<file path="src/hdl/odl_params.svh">
`ifndef ODL_PARAMS_SVH
`define ODL_PARAMS_SVH

`define ODL_WORD_W      12
`define ODL_ADDR_W      4
`define ODL_CODE_W      8
`define ODL_CHANNELS    8
`define ODL_CH_W        3
`define ODL_SYNC_W      2
`define ODL_ADDR_MSB    11
`define ODL_ADDR_LSB    8
`define ODL_CODE_MSB    7
`define ODL_PRESET_CODE 8'h80
`define ODL_ADDR_FIRST  4'h1
`define ODL_ADDR_LAST   4'h8

`endif

</file>
<file path="src/hdl/odl_pkg.sv">
`include "odl_params.svh"

package odl_pkg;

  typedef logic [`ODL_CHANNELS-1:0][`ODL_CODE_W-1:0] odl_codes_t;

  typedef struct packed {
    logic                  hit;
    logic [`ODL_CH_W-1:0]  ch;
  } odl_sel_t;

  typedef struct packed {
    logic [`ODL_SYNC_W-1:0] sclk_sync;
    logic [`ODL_SYNC_W-1:0] sin_sync;
    logic [`ODL_SYNC_W-1:0] ld_sync;
    logic [`ODL_SYNC_W-1:0] pre_sync;
    logic                   sclk_prev;
    logic                   ld_prev;
    logic [`ODL_WORD_W-1:0] shift;
    logic                   sout;
    odl_codes_t             codes;
  } odl_state_t;

endpackage : odl_pkg

</file>
<file path="src/hdl/odl_serial_load.sv">
`timescale 1ns/10ps
`include "odl_params.svh"

module odl_serial_load
  import odl_pkg::*;
(
  input  wire logic       clk_i,
  input  wire logic       rst_i,
  input  wire logic       serial_clk_i,
  input  wire logic       serial_in_i,
  input  wire logic       load_strobe_i,
  input  wire logic       preset_n_i,
  output logic            serial_out_o,
  output odl_codes_t      code_o
);

  // ----------------------------------------
  // Address decode
  // ----------------------------------------
  function automatic odl_sel_t odl_decode(input logic [`ODL_ADDR_W-1:0] addr);
    odl_sel_t sel;
    logic [`ODL_ADDR_W-1:0] offs;
    offs     = addr - `ODL_ADDR_FIRST;
    sel.hit  = (addr >= `ODL_ADDR_FIRST) && (addr <= `ODL_ADDR_LAST);
    sel.ch   = offs[`ODL_CH_W-1:0];
    return sel;
  endfunction : odl_decode

  function automatic odl_codes_t odl_ch_mask(input logic [`ODL_CH_W-1:0] ch);
    odl_codes_t mask;
    mask     = '0;
    mask[ch] = '1;
    return mask;
  endfunction : odl_ch_mask

  // ----------------------------------------
  // State
  // ----------------------------------------
  odl_state_t state;
  odl_state_t next_state;
  logic       sclk_rise;
  logic       ld_rise;
  logic       preset_on;
  logic       sin;
  odl_sel_t   sel;
  logic       shift_ok;
  logic       load_ok;

  // ----------------------------------------
  // Edge detect and qualifiers
  // ----------------------------------------
  assign sclk_rise = state.sclk_sync[1] & ~state.sclk_prev;
  assign ld_rise   = state.ld_sync[1] & ~state.ld_prev;
  assign preset_on = ~state.pre_sync[1];
  assign sin       = state.sin_sync[1];
  assign sel       = odl_decode(state.shift[`ODL_ADDR_MSB:`ODL_ADDR_LSB]);
  assign shift_ok  = sclk_rise && !state.ld_sync[1] && !preset_on;
  assign load_ok   = ld_rise && !preset_on;

  // ----------------------------------------
  // Next state
  // ----------------------------------------
  always_comb
  begin
    next_state           = state;
    next_state.sclk_sync = {state.sclk_sync[0], serial_clk_i};
    next_state.sin_sync  = {state.sin_sync[0], serial_in_i};
    next_state.ld_sync   = {state.ld_sync[0], load_strobe_i};
    next_state.pre_sync  = {state.pre_sync[0], preset_n_i};
    next_state.sclk_prev = state.sclk_sync[1];
    next_state.ld_prev   = state.ld_sync[1];
    if (shift_ok)
    begin
      next_state.sout  = state.shift[`ODL_WORD_W-1];
      next_state.shift = {state.shift[`ODL_WORD_W-2:0], sin};
    end
    if (preset_on)
    begin
      for (int i = 0; i < `ODL_CHANNELS; i++)
      begin
        next_state.codes[i] = `ODL_PRESET_CODE;
      end
    end
    else if (ld_rise && sel.hit)
    begin
      next_state.codes[sel.ch] = state.shift[`ODL_CODE_MSB:0];
    end
  end

  // ----------------------------------------
  // Registers
  // ----------------------------------------
  always_ff @(posedge clk_i or posedge rst_i)
  begin
    if (rst_i)
    begin
      state           <= '0;
      state.pre_sync  <= '1;
      for (int i = 0; i < `ODL_CHANNELS; i++)
      begin
        state.codes[i] <= `ODL_PRESET_CODE;
      end
    end
    else
    begin
      state <= next_state;
    end
  end

  // ----------------------------------------
  // Outputs
  // ----------------------------------------
  assign serial_out_o = state.sout;
  assign code_o       = state.codes;

  // ----------------------------------------
  // Check helpers
  // ----------------------------------------
  logic [`ODL_ADDR_W-1:0] load_addr;
  logic [`ODL_CH_W-1:0]   load_ch;
  logic                   load_hit;
  odl_codes_t             load_mask;

  assign load_addr = state.shift[`ODL_ADDR_MSB:`ODL_ADDR_LSB];
  assign load_ch   = load_addr[`ODL_CH_W-1:0] - `ODL_CH_W'(`ODL_ADDR_FIRST);
  assign load_hit  = (load_addr != '0) && (load_addr <= `ODL_ADDR_LAST);
  assign load_mask = odl_ch_mask(load_ch);
endmodule : odl_serial_load

</file>
<file path="config.mk">
export PLATFORM = sky130hd
export DESIGN_NAME = odl_serial_load
export DESIGN_NICKNAME = d
export VERILOG_FILES = /design/src/hdl/odl_pkg.sv /design/src/hdl/odl_serial_load.sv
export VERILOG_INCLUDE_DIRS = /design/src /design/src/hdl
export SDC_FILE = /design/constraint.sdc
export NUM_CORES = 1
export LEC_CHECK = 0
export BUFFER_PORTS_ARGS = -buffer_cell sky130_fd_sc_hd__buf_2
export CAP_MARGIN = 25
export CORE_MARGIN = 5
export CORE_UTILIZATION = 55
export DETAILED_ROUTE_END_ITERATION = 12
export GPL_TIMING_DRIVEN = 0
export HOLD_SLACK_MARGIN = 0.08
export PLACE_DENSITY_LB_ADDON = 0.12
export RECOVER_POWER = 50
export SLEW_MARGIN = 20
export SYNTH_ARGS = -nofsm -noshare
export SYNTH_HDL_FRONTEND = slang
export SYNTH_SLANG_ARGS = --single-unit
export TNS_END_PERCENT = 10
</file>
<file path="constraint.sdc">
create_clock -name clk_i -period 3.65 [get_ports clk_i]
set_clock_uncertainty 0.15 [all_clocks]
set_input_delay 0.5475 -clock clk_i [delete_from_list [all_inputs] [get_ports clk_i]]
set_output_delay 0.5475 -clock clk_i [all_outputs]
set_load 0.005 [all_outputs]
</file>
Yosys cells after proc, flatten, opt, wreduce, memory -nomap -nowiden:

Cells that the tools add are included.

* register bits after elaboration: 87
* bits of input ports: 6
* output and inout port bits: 65
* logic and storage cells: 37

* add/subtract/negate cells: 1
* order comparisons: 4
* eq/ne operators: 1
* muxes and demuxes: 5
* bitwise operators: 4
* reduce and logical (&&, ||, !) cells: 6

Operators by type and width (number)
* $mux W64: 2
* $bwmux W64: 1
* $demux W8 S3: 1
* $mux W8: 1
* $logic_and A1 B1 Y1: 5
* $ge A4 B1 Y1 const B: 1
* $le A4 B4 Y1 const B: 1
* $lt A3 B4 Y1 const B: 1
* $ge A3 B1 Y1 const B: 1
* $sub A3 B1 Y3 const B: 1
* $and A1 B1 Y1: 2
* $ne A2 B1 Y1 const B: 1
* $not A1 Y1: 2
* $logic_not A1 Y1: 1

Logic depth before layout (Yosys ltp):

Gate-level depths: netlist (run 1).

* depth after elaboration: 8
* depth in mapped cells: 7
* gate-level depth less buffers: 6

Worst setup path after synthesis (run 1):

No wires, ideal clock.

* kind: register to register
* start point: register state (netlist bit load_addr[0])
* end point: register state (netlist bit code_o[31])
* library setup time: 0.075 ns
* arrival: 1.746 ns
* data required time: 3.425 ns
* slack: 1.679 ns
* cell stages (with the launch flop): 7
* buffers on the path: 1
* clock period less this slack: 1.971 ns
* cells stage by stage: dfrtp_1 -> inv_2 -> ha_1 -> or3_1 -> buf_2 -> nor2_8 -> mux2i_1

* word-level cells in the longest chain between the ends: 8
* elaborated cells on any way between the ends: 14
* those cells by class: add/sub: 1; order compare: 4; eq/ne: 1; mux: 5; reduce/logical: 3

RTL lines
* start: declaration: line odl_serial_load.sv:39 `odl_state_t state;`
* start signal: assignment: line odl_serial_load.sv:106 `state <= next_state;`
* $sub A3 B1 Y3 (no source line)
* $lt A3 B4 Y1 / $ge A3 B1 Y1 (equally long branches): line odl_serial_load.sv:86 `` next_state.codes[sel.ch] = state.shift[`ODL_CODE_MSB:0]; ``
* $logic_and A1 B1 Y1: line odl_serial_load.sv:86
* $mux W8: line odl_serial_load.sv:86
* $demux W8 S3: line odl_serial_load.sv:86
* $bwmux W64: line odl_serial_load.sv:86
* $mux W64: line odl_serial_load.sv:84 `else if (ld_rise && sel.hit)`
* $mux W64: line odl_serial_load.sv:77 `if (preset_on)`

Parallel ways exist; a longest one is shown, timed or not. The select of a mux whose other input is x is not followed.
A chain may end at the register's enable or synchronous reset.

Final worst setup path (run 1):

* start point: register state (netlist bit load_addr[0])
* end point: register state (netlist bit code_o[49])

Same word-level chain as after synthesis.

==> flow_summary.json, run 1 <==
{
  "status": "finished, violations left",
  "violations": "capacitance limit, slew limit",
  "first_global_vias": 2911,
  "synth_enable_flop_cells": 0,
  "synthesis.area_per_instance_um2": 11.0,
  "detailedPlacementHpwl_um": 6260,
  "layoutNonFillerInstCount": 573,
  "row_count": 32,
  "cp_data_arrival_time_ps": 2460,
  "ant_nets": 0,
  "routabilityCongestion": 0.809,
  "mappedNetlistArea_um2": 4210,
  "post-place-cells": 557,
  "final_period_minus_worst_setup_slack_ps": 2330,
  "final_cell_area_um2": 4910,
  "drt-vias-per-instance": 5.20,
  "worst_ep_required_time_ps": 3780,
  "synthCells": 384,
  "global_route_wire_length_before_repair_um": 14900,
  "area_delta_synth_final_pct": 16.6,
  "placed_cell_area_um2": 4710,
  "cts_sinks": 87,
  "cts_inserted_buffers": 9,
  "hold_viol": 0,
  "port_buffers": 70,
  "ctsLongestPathBuffers": 2,
  "drt_first_iter_violations": 103,
  "post_route_clock_period_utilization_pct": 63.7,
  "dieArea_um2": 9500,
  "route.vias.total": 2979,
  "post_cts_resize_count": 0,
  "firstDrtPassIters": 5,
  "cts_hold_buf": 0,
  "timing.fmax_ghz": 0.430,
  "synthArstFlopShare_pct": 100,
  "mappedNetlistNets": 393,
  "slew-limit-headroom_pct": -59.8,
  "clkSlewWorstSetupHoldPaths_ps": 90,
  "finalHoldWorstSlack_ps": 130,
  "post_route_cells_drive_above_1_share_pct": 38.6,
  "antennaDiodeCount": 0,
  "crit_path_cell_trace": "inv_2, ha_1, nor3_1, nand3_1, a21boi_1",
  "ys.warnings.count": 0,
  "worst-path-max-fanout": 8,
  "avgRoutedWirePerCell_um": 15.5,
  "cts_setup_buffers": 0,
  "ys_ff_latch": 87,
  "total_count_of_max_transition_violations_in_the_final_report": 55,
  "pre_cts_slack_ps": 1360,
  "hold_path_class": "input port to register",
  "grt_util_all_layers_pct": 19.3,
  "final_nets": 475,
  "worst_path_dominant_cell_family": "simple AND/OR/NAND/NOR gates",
  "top_level_ports": 71,
  "clk-insertion-delay-late_ps": 350,
  "cp_slowest_stage_delay_ps": 800,
  "min_setup_slack_post_route_ps": 1320,
  "pwr_density_cell_nw_per_um2": 380,
  "primary_ff_master_synth": "sky130_fd_sc_hd__dfrtp_1",
  "worst-setup-path-type": "register to register",
  "clock_tree.htree_level_count": 3,
  "totalWireLength_um": 8860,
  "clock_tree.root_cell": "sky130_fd_sc_hd__clkbuf_8",
  "slowest_stage": "sky130_fd_sc_hd__nor3_1",
  "design_power_total_w": 0.00186,
  "placeableCoreArea_um2": 7610,
  "endpoint_kind": "register",
  "hold_crit_depth": 1,
  "pin_count_of_the_biggest_net_entering_global_routing": 56,
  "cts_tree": "yes",
  "worst_hold_path.endpoint": "next_state[80]$_DFF_PP1_",
  "setup_slack_reg_to_reg_ps": 1320,
  "holdCritStartpoint": "preset_n_i",
  "grt.overflow.total": 0,
  "synth.yosys.seq_area_share_pct": 52.0,
  "number_of_design_rule_violations_left_after_detail_routing": 0,
  "start_util_pct": 55.3,
  "timing_worst_slew_pin_value_ps": 2380,
  "antenna_found_initial": 0,
  "cap_violations": 1,
  "worstRegToRegCells": 5,
  "final-setup-viol-count": 0,
  "synth_cell_types": 32,
  "power.static_leakage_nw": 2.36,
  "r2r_end": "code_o[49]$_DFFE_PP0P_",
  "rsz0062_at_grt": "false",
  "worstSetupStartpointType": "register",
  "dieWidth_um": 97.5,
  "peakVddDrop_mv": 0.231,
  "die_y_um": 97.5,
  "worst-path-buf-inv": 1,
  "crit-reg2reg-launch": "load_addr[0]$_DFFE_PP0P_"
}
cell usage in the layout (no fill, tap or decap), types with 2 or more instances in the layout:
master                     synthesis  routed
sky130_fd_sc_hd__dfrtp_1          77      77
sky130_fd_sc_hd__buf_2             7      68
sky130_fd_sc_hd__buf_4            67      54
sky130_fd_sc_hd__nand3_1          38      38
sky130_fd_sc_hd__nand2_1          38      38
sky130_fd_sc_hd__mux2i_1          33      33
sky130_fd_sc_hd__o21ai_0          31      31
sky130_fd_sc_hd__a21boi_1         27      27
sky130_fd_sc_hd__clkbuf_1          7      15
sky130_fd_sc_hd__clkbuf_4          0      13
sky130_fd_sc_hd__mux2_2           11      11
sky130_fd_sc_hd__clkbuf_8          0      10
sky130_fd_sc_hd__dfstp_2          10      10
sky130_fd_sc_hd__nor2b_1           5       5
sky130_fd_sc_hd__nand2b_1          3       3
sky130_fd_sc_hd__buf_1             2       3
sky130_fd_sc_hd__o21ai_1           3       3
sky130_fd_sc_hd__ha_1              3       3
sky130_fd_sc_hd__nor3_1            2       2
sky130_fd_sc_hd__or3_1             2       2
sky130_fd_sc_hd__and3_1            2       2
sky130_fd_sc_hd__nor2_8            2       2
sky130_fd_sc_hd__nor2_4            2       2
sky130_fd_sc_hd__inv_6             0       2
where the power goes:
group | internal (W) | switching [W] | leakage, nW
Sequential | 0.000990 | 0.0000615 | 1.16
Clock | 0.000346 | 0.000371 | 0.105
Combinational | 0.0000368 | 0.0000589 | 1.09
area by class of cell:
cell class,count,area [µm²]
Clock inverter,6,75.1
Inverter,3,12.5
Buffer,84,583
Multi-Input combinational cell,210,1430
Sequential cell,87,2190
Clock buffer,10,138
Fill cell,650,2700
Tap cell,102,128
Timing Repair Buffer,71,359
logic make-up (layout without fill, tap and decap cells):
| family | count (synthesis) | count (layout) | share of synthesized area [%] |
|---|---|---|---|
| DFF | 87 | 87 | 52.0 |
| buffers and inverters | 87 | 174 | 14.1 |
| adders and majority gates | 3 | 3 | 0.892 |
| AOI/OAI and AO/OA | 65 | 65 | 10.0 |
| muxes | 44 | 44 | 10.8 |
| and+or+nand+nor | 98 | 98 | 12.1 |
worst register-to-register path, stage by stage (launching register included):
cell,delay (ps)
sky130_fd_sc_hd__dfrtp_1,470
sky130_fd_sc_hd__inv_2,110
sky130_fd_sc_hd__ha_1,390
sky130_fd_sc_hd__nor3_1,800
sky130_fd_sc_hd__nand3_1,160
sky130_fd_sc_hd__a21boi_1,170
metrics by stage:
step	setup TNS (ps)	util [%]
after floorplan	0	-
after CTS	0	64.7
after global placement	-22160	61.6
after detailed placement	0	61.9
final	0	64.5
after global routing	0	64.5
worst max-delay path by stage:
| stage | start | end | slack, ps | cells after the start |
|---|---|---|---|---|
| 3_5_place_dp | load_addr[0]$_DFFE_PP0P_ | code_o[49]$_DFFE_PP0P_ | 1360 | 5 |
| 5_1_grt | load_addr[0]$_DFFE_PP0P_ | code_o[60]$_DFFE_PP0P_ | 1090 | 5 |
| 6_report | load_addr[0]$_DFFE_PP0P_ | code_o[49]$_DFFE_PP0P_ | 1320 | 5 |
| 4_1_cts | load_addr[0]$_DFFE_PP0P_ | code_o[49]$_DFFE_PP0P_ | 1350 | 5 |
| 3_3_place_gp | rst_i | code_o[49]$_DFFE_PP0P_ | -290 | 2 |
| 2_1_floorplan | rst_i | code_o[0]$_DFFE_PP0P_ | 720 | 1 |
registers in the layout (all words and copies together), names as in the netlist:
name	flops
load_addr	4
next_state	6
serial_out_o	1
sin	1
code_o	64
state	11
cells in the mapped netlist, types with 5 or more instances:
library cell / count / area [µm²]
sky130_fd_sc_hd__dfrtp_1: 77 / 1930
sky130_fd_sc_hd__buf_4: 67 / 503
sky130_fd_sc_hd__nand2_1: 38 / 143
sky130_fd_sc_hd__nand3_1: 38 / 190
sky130_fd_sc_hd__mux2i_1: 33 / 330
sky130_fd_sc_hd__o21ai_0: 31 / 155
sky130_fd_sc_hd__a21boi_1: 27 / 203
sky130_fd_sc_hd__mux2_2: 11 / 124
sky130_fd_sc_hd__dfstp_2: 10 / 263
sky130_fd_sc_hd__buf_2: 7 / 35.0
sky130_fd_sc_hd__clkbuf_1: 7 / 26.3
sky130_fd_sc_hd__nor2b_1: 5 / 31.3
metal layers:
layer / track usage (%) / vias to the layer above / wire, µm
li1: - / 1414 / -
met1: 27.0 / 1474 / 4130
met2: 31.0 / 80 / 4180
met3: 3.52 / 11 / 444
met4: 5.43 / 0 / 108
met5: 0 / - / 0
No activity file was read; power rests on OpenSTA's default activity.
==> run 2: changes to the inputs <==
--- a/config.mk
+++ b/config.mk
@@ -9,7 +9,7 @@
 export BUFFER_PORTS_ARGS = -buffer_cell sky130_fd_sc_hd__buf_2
 export CAP_MARGIN = 25
 export CORE_MARGIN = 5
-export CORE_UTILIZATION = 55
+export CORE_UTILIZATION = 51
 export DETAILED_ROUTE_END_ITERATION = 12
 export GPL_TIMING_DRIVEN = 0
 export HOLD_SLACK_MARGIN = 0.08
==> constraint.sdc (replaced) <==
create_clock -name clk_i -period 1.9 [get_ports clk_i]
set_clock_uncertainty 0.15 [all_clocks]
set_input_delay 0.285 -clock clk_i [delete_from_list [all_inputs] [get_ports clk_i]]
set_output_delay 0.285 -clock clk_i [all_outputs]
set_load 0.005 [all_outputs]
==> run 2 against run 1 <==
Effect of this change: the run ends with setup timing left; final cell count is 3.5% higher; non-clock buffer count is 17 higher; worst hold slack better by 67 ps; worst setup slack worse by 1400 ps.
==> flow_summary.json, run 2 (synthesis gave the netlist of run 1 again) <==
{
  "power.static_leakage_nw": 2.53,
  "ctsLongestPathBuffers": 2,
  "endpoint_kind": "register",
  "cp.depth": 6,
  "placeableCoreArea_um2": 8130,
  "startpoint": "load_addr[0]$_DFFE_PP0P_",
  "dieWidth_um": 101,
  "top_level_ports": 71,
  "drt-vias-per-instance": 5.06,
  "finished_core_util_pct": 64.7,
  "setup_slack_reg_to_reg_ps": -50,
  "drt_first_iter_violations": 122,
  "totalWireLength_um": 9170,
  "clock_tree.root_cell": "sky130_fd_sc_hd__clkbuf_8",
  "worstSetupStartpointType": "register",
  "cts_inserted_buffers": 9,
  "r2r_end": "code_o[31]$_DFFE_PP1P_",
  "design_power_total_w": 0.00363,
  "die_y_um": 101,
  "pin_count_of_the_biggest_net_entering_global_routing": 32,
  "most-common-layout-cells": "sky130_fd_sc_hd__dfrtp_1 (76), sky130_fd_sc_hd__buf_2 (67), sky130_fd_sc_hd__buf_4 (65)",
  "post_route_cells_drive_above_1_share_pct": 44.5,
  "antenna_found_initial": 0,
  "number_of_design_rule_violations_left_after_detail_routing": 0,
  "cts_tree": "yes",
  "hold_crit_depth": 0,
  "crit-reg2reg-launch": "load_addr[0]$_DFFE_PP0P_",
  "detailedPlacementHpwl_um": 6420,
  "cts_sinks": 87,
  "worst-path-buf-inv": 2,
  "timing_worst_slew_pin_value_ps": 783,
  "start_util_pct": 51.7,
  "first_global_vias": 2916,
  "ant_nets": 0,
  "dieArea_um2": 10200,
  "min_setup_slack_post_route_ps": -54.1,
  "hold_path_class": "register to register",
  "firstDrtPassIters": 4,
  "peakVddDrop_mv": 0.490,
  "cap_violations": 0,
  "cp_slowest_stage_delay_ps": 440,
  "post_route_clock_period_utilization_pct": 103,
  "pwr_density_cell_nw_per_um2": 690,
  "worst-path-max-fanout": 8,
  "status": "finished, violations left",
  "cp_data_arrival_time_ps": 2070,
  "most_common_cell_after_layout_fill_and_taps_aside": "sky130_fd_sc_hd__dfrtp_1",
  "worst_path_dominant_cell_family": "simple AND/OR/NAND/NOR gates",
  "number_of_flip_flops_under_the_largest_register_name": 64,
  "layout.filler_cells": 675,
  "slew-limit-headroom_pct": 47.5,
  "clk-insertion-delay-late_ps": 340,
  "clock_tree.htree_level_count": 3,
  "clkSlewWorstSetupHoldPaths_ps": 80,
  "route.vias.total": 3003,
  "violations": "setup timing",
  "antennaDiodeCount": 0,
  "timing.fmax_ghz": 0.512,
  "row_count": 33,
  "crit_path_cell_trace": "inv_4, ha_4, or3_4, buf_6, nor2_8, mux2i_1",
  "grt_util_all_layers_pct": 19.0,
  "area_delta_synth_final_pct": 25.1,
  "crit_end": "code_o[31]$_DFFE_PP1P_",
  "avgRoutedWirePerCell_um": 15.5,
  "grt.overflow.total": 0,
  "worst_ep_required_time_ps": 2020,
  "final-setup-viol-count": 16,
  "slowest_stage": "sky130_fd_sc_hd__dfrtp_2",
  "pre_cts_slack_ps": -410,
  "final_period_minus_worst_setup_slack_ps": 1950,
  "global_route_wire_length_before_repair_um": 15000,
  "worst-setup-path-type": "register to register",
  "hold_viol": 0,
  "worstRegToRegCells": 6,
  "routabilityCongestion": 0.812,
  "final_nets": 492,
  "total_count_of_max_transition_violations_in_the_final_report": 0,
  "rsz0062_at_grt": "true",
  "port_buffers": 70
}
## run 2: cell types whose count changed in the layout (fill, tap and decap cells not counted), sizes merged
| cell | before | now |
|---|---|---|
| clkbuf | 38 | 32 |
| inv | 5 | 2 |
| buf | 127 | 148 |
| clkinvlp | 2 | 1 |
| dlygate4sd3 | 0 | 5 |
| bufinv | 1 | 2 |
## run 2: power by group
group | total (W) | switching (W) | internal, W
clock network | 0.00140 | 0.000622 | 0.000782
logic | 0.000211 | 0.000117 | 0.0000937
registers | 0.00202 | 0.000119 | 0.00190
total | 0.00363 | 0.000858 | 0.00278
## run 2: worst min-delay path by stage
stage                                          end                      from
after floorplan           next_state[80]$_DFF_PP1_                preset_n_i
after global placement               sin$_DFF_PP0_  next_state[84]$_DFF_PP0_
after detailed placement  next_state[86]$_DFF_PP0_                     rst_i
after CTS                 next_state[77]$_DFF_PP0_  next_state[82]$_DFF_PP0_
after global routing           state[80]$_DFF_PP1_  next_state[80]$_DFF_PP1_
final                     next_state[77]$_DFF_PP0_  next_state[82]$_DFF_PP0_
## run 2: what timing repair did
action                                  CTS  global route
pin swaps                                 5             4
endpoints found under the hold margin    34             0
endpoints found under the setup margin   70            70
hold buffers                              5             0
gates resized for setup                  15            49
gates cloned                              0             1
setup buffers                             6             4
## run 2: per-stage QoR
| stage | hold slack, ps | setup TNS (ps) | area, µm² | std cells |
|---|---|---|---|---|
| 2_1_floorplan | 139 | -1060 | 4210 | 384 |
| 3_3_place_gp | 184 | -28600 | 4690 | 559 |
| 3_5_place_dp | 155 | -20260 | 4770 | 562 |
| 4_1_cts | 202 | -179 | 5140 | 588 |
| 5_1_grt | 213 | -1860 | 5270 | 593 |
| 6_report | 197 | -337 | 5270 | 593 |
## run 2: final cells by class
type                       instances  area [µm²]  share of cell area, %
sequential                        87        2190                   41.6
multi-input combinational        210        1530                   29.1
timing repair buffer              89         554                   10.5
tap                              105         131                   2.49
clock buffer                      13         149                   2.83
clock inverter                     3        68.8                   1.31
inverter                           3        15.0                  0.285
buffer                            83         624                   11.9
## run 2: layer usage
layer | vias to the layer above | GRT usage [%] | part of all wire [%]
met5 | - | 0 | 0
met4 | 0 | 5.28 | 1.6
met3 | 13 | 4.43 | 6.2
met2 | 84 | 29.8 | 48
met1 | 1461 | 26.4 | 44
li1 | 1445 | - | -
==> run 3: changes to the inputs <==
--- a/config.mk
+++ b/config.mk
@@ -6,10 +6,11 @@
 export SDC_FILE = /design/constraint.sdc
 export NUM_CORES = 1
 export LEC_CHECK = 0
+export ABC_AREA = 1
 export BUFFER_PORTS_ARGS = -buffer_cell sky130_fd_sc_hd__buf_2
 export CAP_MARGIN = 25
 export CORE_MARGIN = 5
-export CORE_UTILIZATION = 51
+export CORE_UTILIZATION = 50
 export DETAILED_ROUTE_END_ITERATION = 12
 export GPL_TIMING_DRIVEN = 0
 export HOLD_SLACK_MARGIN = 0.08
==> run 3 against run 2 <==
Effect of this change: the flow now finishes without violations; die area fell by 3.1%; worst setup slack improved by 120 ps; count of clock-buffer cells in the layout fell by 3; largest cell class unchanged; critical path depth rose by 4; power rose by 42%; wire length fell by 3.2%; largest power group unchanged; utilization rose by 0.43 points.
==> flow_summary.json, run 3 <==
{
  "status": "completed",
  "synthesis.area_per_instance_um2": 8.55,
  "min_setup_slack_post_route_ps": 70.0,
  "start_util_pct": 51.5,
  "row_count": 32,
  "endpoint_kind": "register",
  "pin_count_of_the_biggest_net_entering_global_routing": 36,
  "cts_sinks": 87,
  "most-common-layout-cells": "sky130_fd_sc_hd__nand2_1 (211), sky130_fd_sc_hd__dfrtp_1 (77), sky130_fd_sc_hd__buf_2 (69)",
  "global_route_wire_length_before_repair_um": 14700,
  "clk-insertion-delay-late_ps": 350,
  "peakVddDrop_mv": 0.542,
  "drt_first_iter_violations": 216,
  "route.met3.wl_um": 447,
  "wl_met1_um": 3950,
  "detailedPlacementHpwl_um": 5810,
  "hold_path_class": "register to register",
  "synth_enable_flop_cells": 0,
  "port_buffers": 70,
  "synth.yosys.seq_area_share_pct": 55.0,
  "ys.warnings.count": 0,
  "ant_nets": 0,
  "primary_ff_master_synth": "sky130_fd_sc_hd__dfrtp_1",
  "hold_viol": 0,
  "post-place-cells": 640,
  "post_route_clock_period_utilization_pct": 96.3,
  "grt.overflow.total": 0,
  "drt-vias-per-instance": 4.76,
  "ctsLongestPathBuffers": 2,
  "synth_compound_area_share_pct": 1.51,
  "firstDrtPassIters": 4,
  "met2_length_um": 4290,
  "finalHoldWorstSlack_ps": 206,
  "yosys.area_share.simple_pct": 27.3,
  "clkSlewWorstSetupHoldPaths_ps": 90,
  "die_y_um": 99.2,
  "cap_violations": 0,
  "cts_tree": "yes",
  "dieArea_um2": 9850,
  "total_count_of_max_transition_violations_in_the_final_report": 0,
  "dieWidth_um": 99.2,
  "synthArstFlopShare_pct": 100,
  "most_common_cell_after_layout_fill_and_taps_aside": "sky130_fd_sc_hd__nand2_1",
  "first_global_vias": 3049,
  "worst-setup-path-type": "register to register",
  "rsz0062_at_grt": "true",
  "final_nets": 570,
  "post-synth-top-count-cell": "sky130_fd_sc_hd__nand2_1",
  "grt_util_all_layers_pct": 18.7,
  "layout.filler_cells": 677,
  "layoutNonFillerInstCount": 668,
  "mappedNetlistArea_um2": 3980,
  "route.vias.total": 3181,
  "number_of_design_rule_violations_left_after_detail_routing": 0,
  "worstSetupStartpointType": "register",
  "yosysTopAreaCell": "sky130_fd_sc_hd__dfrtp_1",
  "ys_ff_latch": 87,
  "slew-limit-headroom_pct": 33.7,
  "timing_worst_slew_pin_value_ps": 989,
  "top_level_ports": 71,
  "antennaDiodeCount": 0,
  "cts_inserted_buffers": 9,
  "power.static_leakage_nw": 2.93,
  "yosys.area_share.adder_pct": 0.943,
  "worst-path-max-fanout": 7,
  "tns_ps": 0,
  "routabilityCongestion": 0.797,
  "pwr_density_cell_nw_per_um2": 1030,
  "number_of_flip_flops_under_the_largest_register_name": 64,
  "combinational_family_with_the_most_area_after_synthesis": "simple AND/OR/NAND/NOR gates",
  "timing.fmax_ghz": 0.546,
  "area_delta_synth_final_pct": 26.5,
  "clock_tree.root_cell": "sky130_fd_sc_hd__clkbuf_8",
  "totalWireLength_um": 8870,
  "final-setup-viol-count": 0,
  "pre_cts_slack_ps": -534,
  "synthCells": 466,
  "synth_xor_area_share_pct": 0,
  "finished_core_util_pct": 65.2,
  "worst_ep_required_time_ps": 2040,
  "ys_top_cells_by_area": "sky130_fd_sc_hd__dfrtp_1 (48%), sky130_fd_sc_hd__nand2_1 (22%), sky130_fd_sc_hd__buf_4 (12%), sky130_fd_sc_hd__dfstp_2 (6.6%), sky130_fd_sc_hd__nand3_1 (2.1%)",
  "clock_tree.htree_level_count": 3,
  "placeableCoreArea_um2": 7730,
  "antenna_found_initial": 0,
  "multiplexer_fraction_of_the_synthesized_cell_area_pct": 0.283,
  "cp_data_arrival_time_ps": 1970,
  "synth.cells.most_frequent": "sky130_fd_sc_hd__nand2_1 (229), sky130_fd_sc_hd__dfrtp_1 (77), sky130_fd_sc_hd__buf_4 (65), sky130_fd_sc_hd__nand3_1 (17), sky130_fd_sc_hd__inv_1 (16)",
  "highest_layer": "met4",
  "post_route_cells_drive_above_1_share_pct": 37.3,
  "yosysTopAreaCellShare_pct": 48.4,
  "synth_cell_types": 20,
  "mappedNetlistNets": 475,
  "avgRoutedWirePerCell_um": 13.3,
  "final_period_minus_worst_setup_slack_ps": 1830
}
==> run 3: cell count changes in the layout (fill, tap and decap cells not counted), moves of 18 or more <==
cell,before,now
sky130_fd_sc_hd__nand2_2,0,18
sky130_fd_sc_hd__nand3_1,36,15
sky130_fd_sc_hd__mux2i_1,32,0
sky130_fd_sc_hd__nand2_1,38,211
sky130_fd_sc_hd__o21ai_1,20,0
sky130_fd_sc_hd__a21boi_1,26,0
==> run 3: critical path: stages, from the launching register on <==
cell and delay, ps:
sky130_fd_sc_hd__dfrtp_1 370, sky130_fd_sc_hd__buf_6 130, sky130_fd_sc_hd__clkinv_8 60, sky130_fd_sc_hd__ha_4 170
sky130_fd_sc_hd__inv_4 50, sky130_fd_sc_hd__nand2_1 50, sky130_fd_sc_hd__nand2_2 150, sky130_fd_sc_hd__nand3_1 130
sky130_fd_sc_hd__nor2_2 290, sky130_fd_sc_hd__nand2_1 110, sky130_fd_sc_hd__nand2_1 100
==> run 3: stage by stage <==
step	cell area (µm²)	power (W)
after floorplan	3990	0.00305
after global placement	4460	0.00340
after detailed placement	4500	0.00343
after CTS	4970	0.00508
after global routing	5040	0.00544
final	5040	0.00516
==> run 3: power breakdown <==
part,switching [W],leakage (nW),internal (W)
Clock,0.000675,0.109,0.000783
Sequential,0.000127,1.14,0.00210
Combinational,0.000866,1.68,0.000609
Total,0.00167,2.93,0.00349
==> run 3: path summary, 6_finish.rpt <==
kind | end | start | slack, ps | cells past startpoint
max in group asynchronous | code_o[31]$_DFFE_PP1P_ | rst_i | 290 | 4
setup reg to reg | code_o[41]$_DFFE_PP0P_ | load_addr[0]$_DFFE_PP0P_ | 70 | 10
setup / recovery | code_o[41]$_DFFE_PP0P_ | load_addr[0]$_DFFE_PP0P_ | 70 | 10
hold / removal | sin$_DFF_PP0_ | next_state[84]$_DFF_PP0_ | 210 | 0
hold reg to reg | sin$_DFF_PP0_ | next_state[84]$_DFF_PP0_ | 210 | 0
min in group asynchronous | code_o[16]$_DFFE_PP0P_ | rst_i | 490 | 3
==> run 3: timing repair <==
action | 4_1_cts | 5_1_grt
pin swaps | 1 | 6
cloned | 1 | 0
hold buffers | 5 | 0
setup buffers | 5 | 2
setup endpoints to repair | 64 | 61
endpoints found under the hold margin | 23 | 0
gates resized for setup | 30 | 20
==> run 3: area by class of cell <==
type	instances	area (µm²)	area share, %
sequential	87	2190	43.5
multi-input combinational	288	1350	26.8
buffer	71	528	10.5
timing repair buffer	85	524	10.4
clock buffer	10	138	2.73
tap	102	128	2.53
clock inverter	6	92.6	1.84
inverter	19	87.6	1.74
==> run 3: routing by layer <==
| layer | global-route usage (%) | vias up |
|---|---|---|
| met2 | 30.9 | 96 |
| met3 | 2.95 | 19 |
| met5 | 0 | - |
| li1 | - | 1555 |
| met1 | 24.9 | 1511 |
| met4 | 7.25 | 0 |
==> run 3: kinds of logic (layout without fill, tap and decap cells) <==
logic type      count (synthesis)  in the layout
mux                             1              1
fa+ha+maj                       3              3
flops                          87             87
compound gates                 12             12
buf+inv                        91            191
simple gates                  272            272
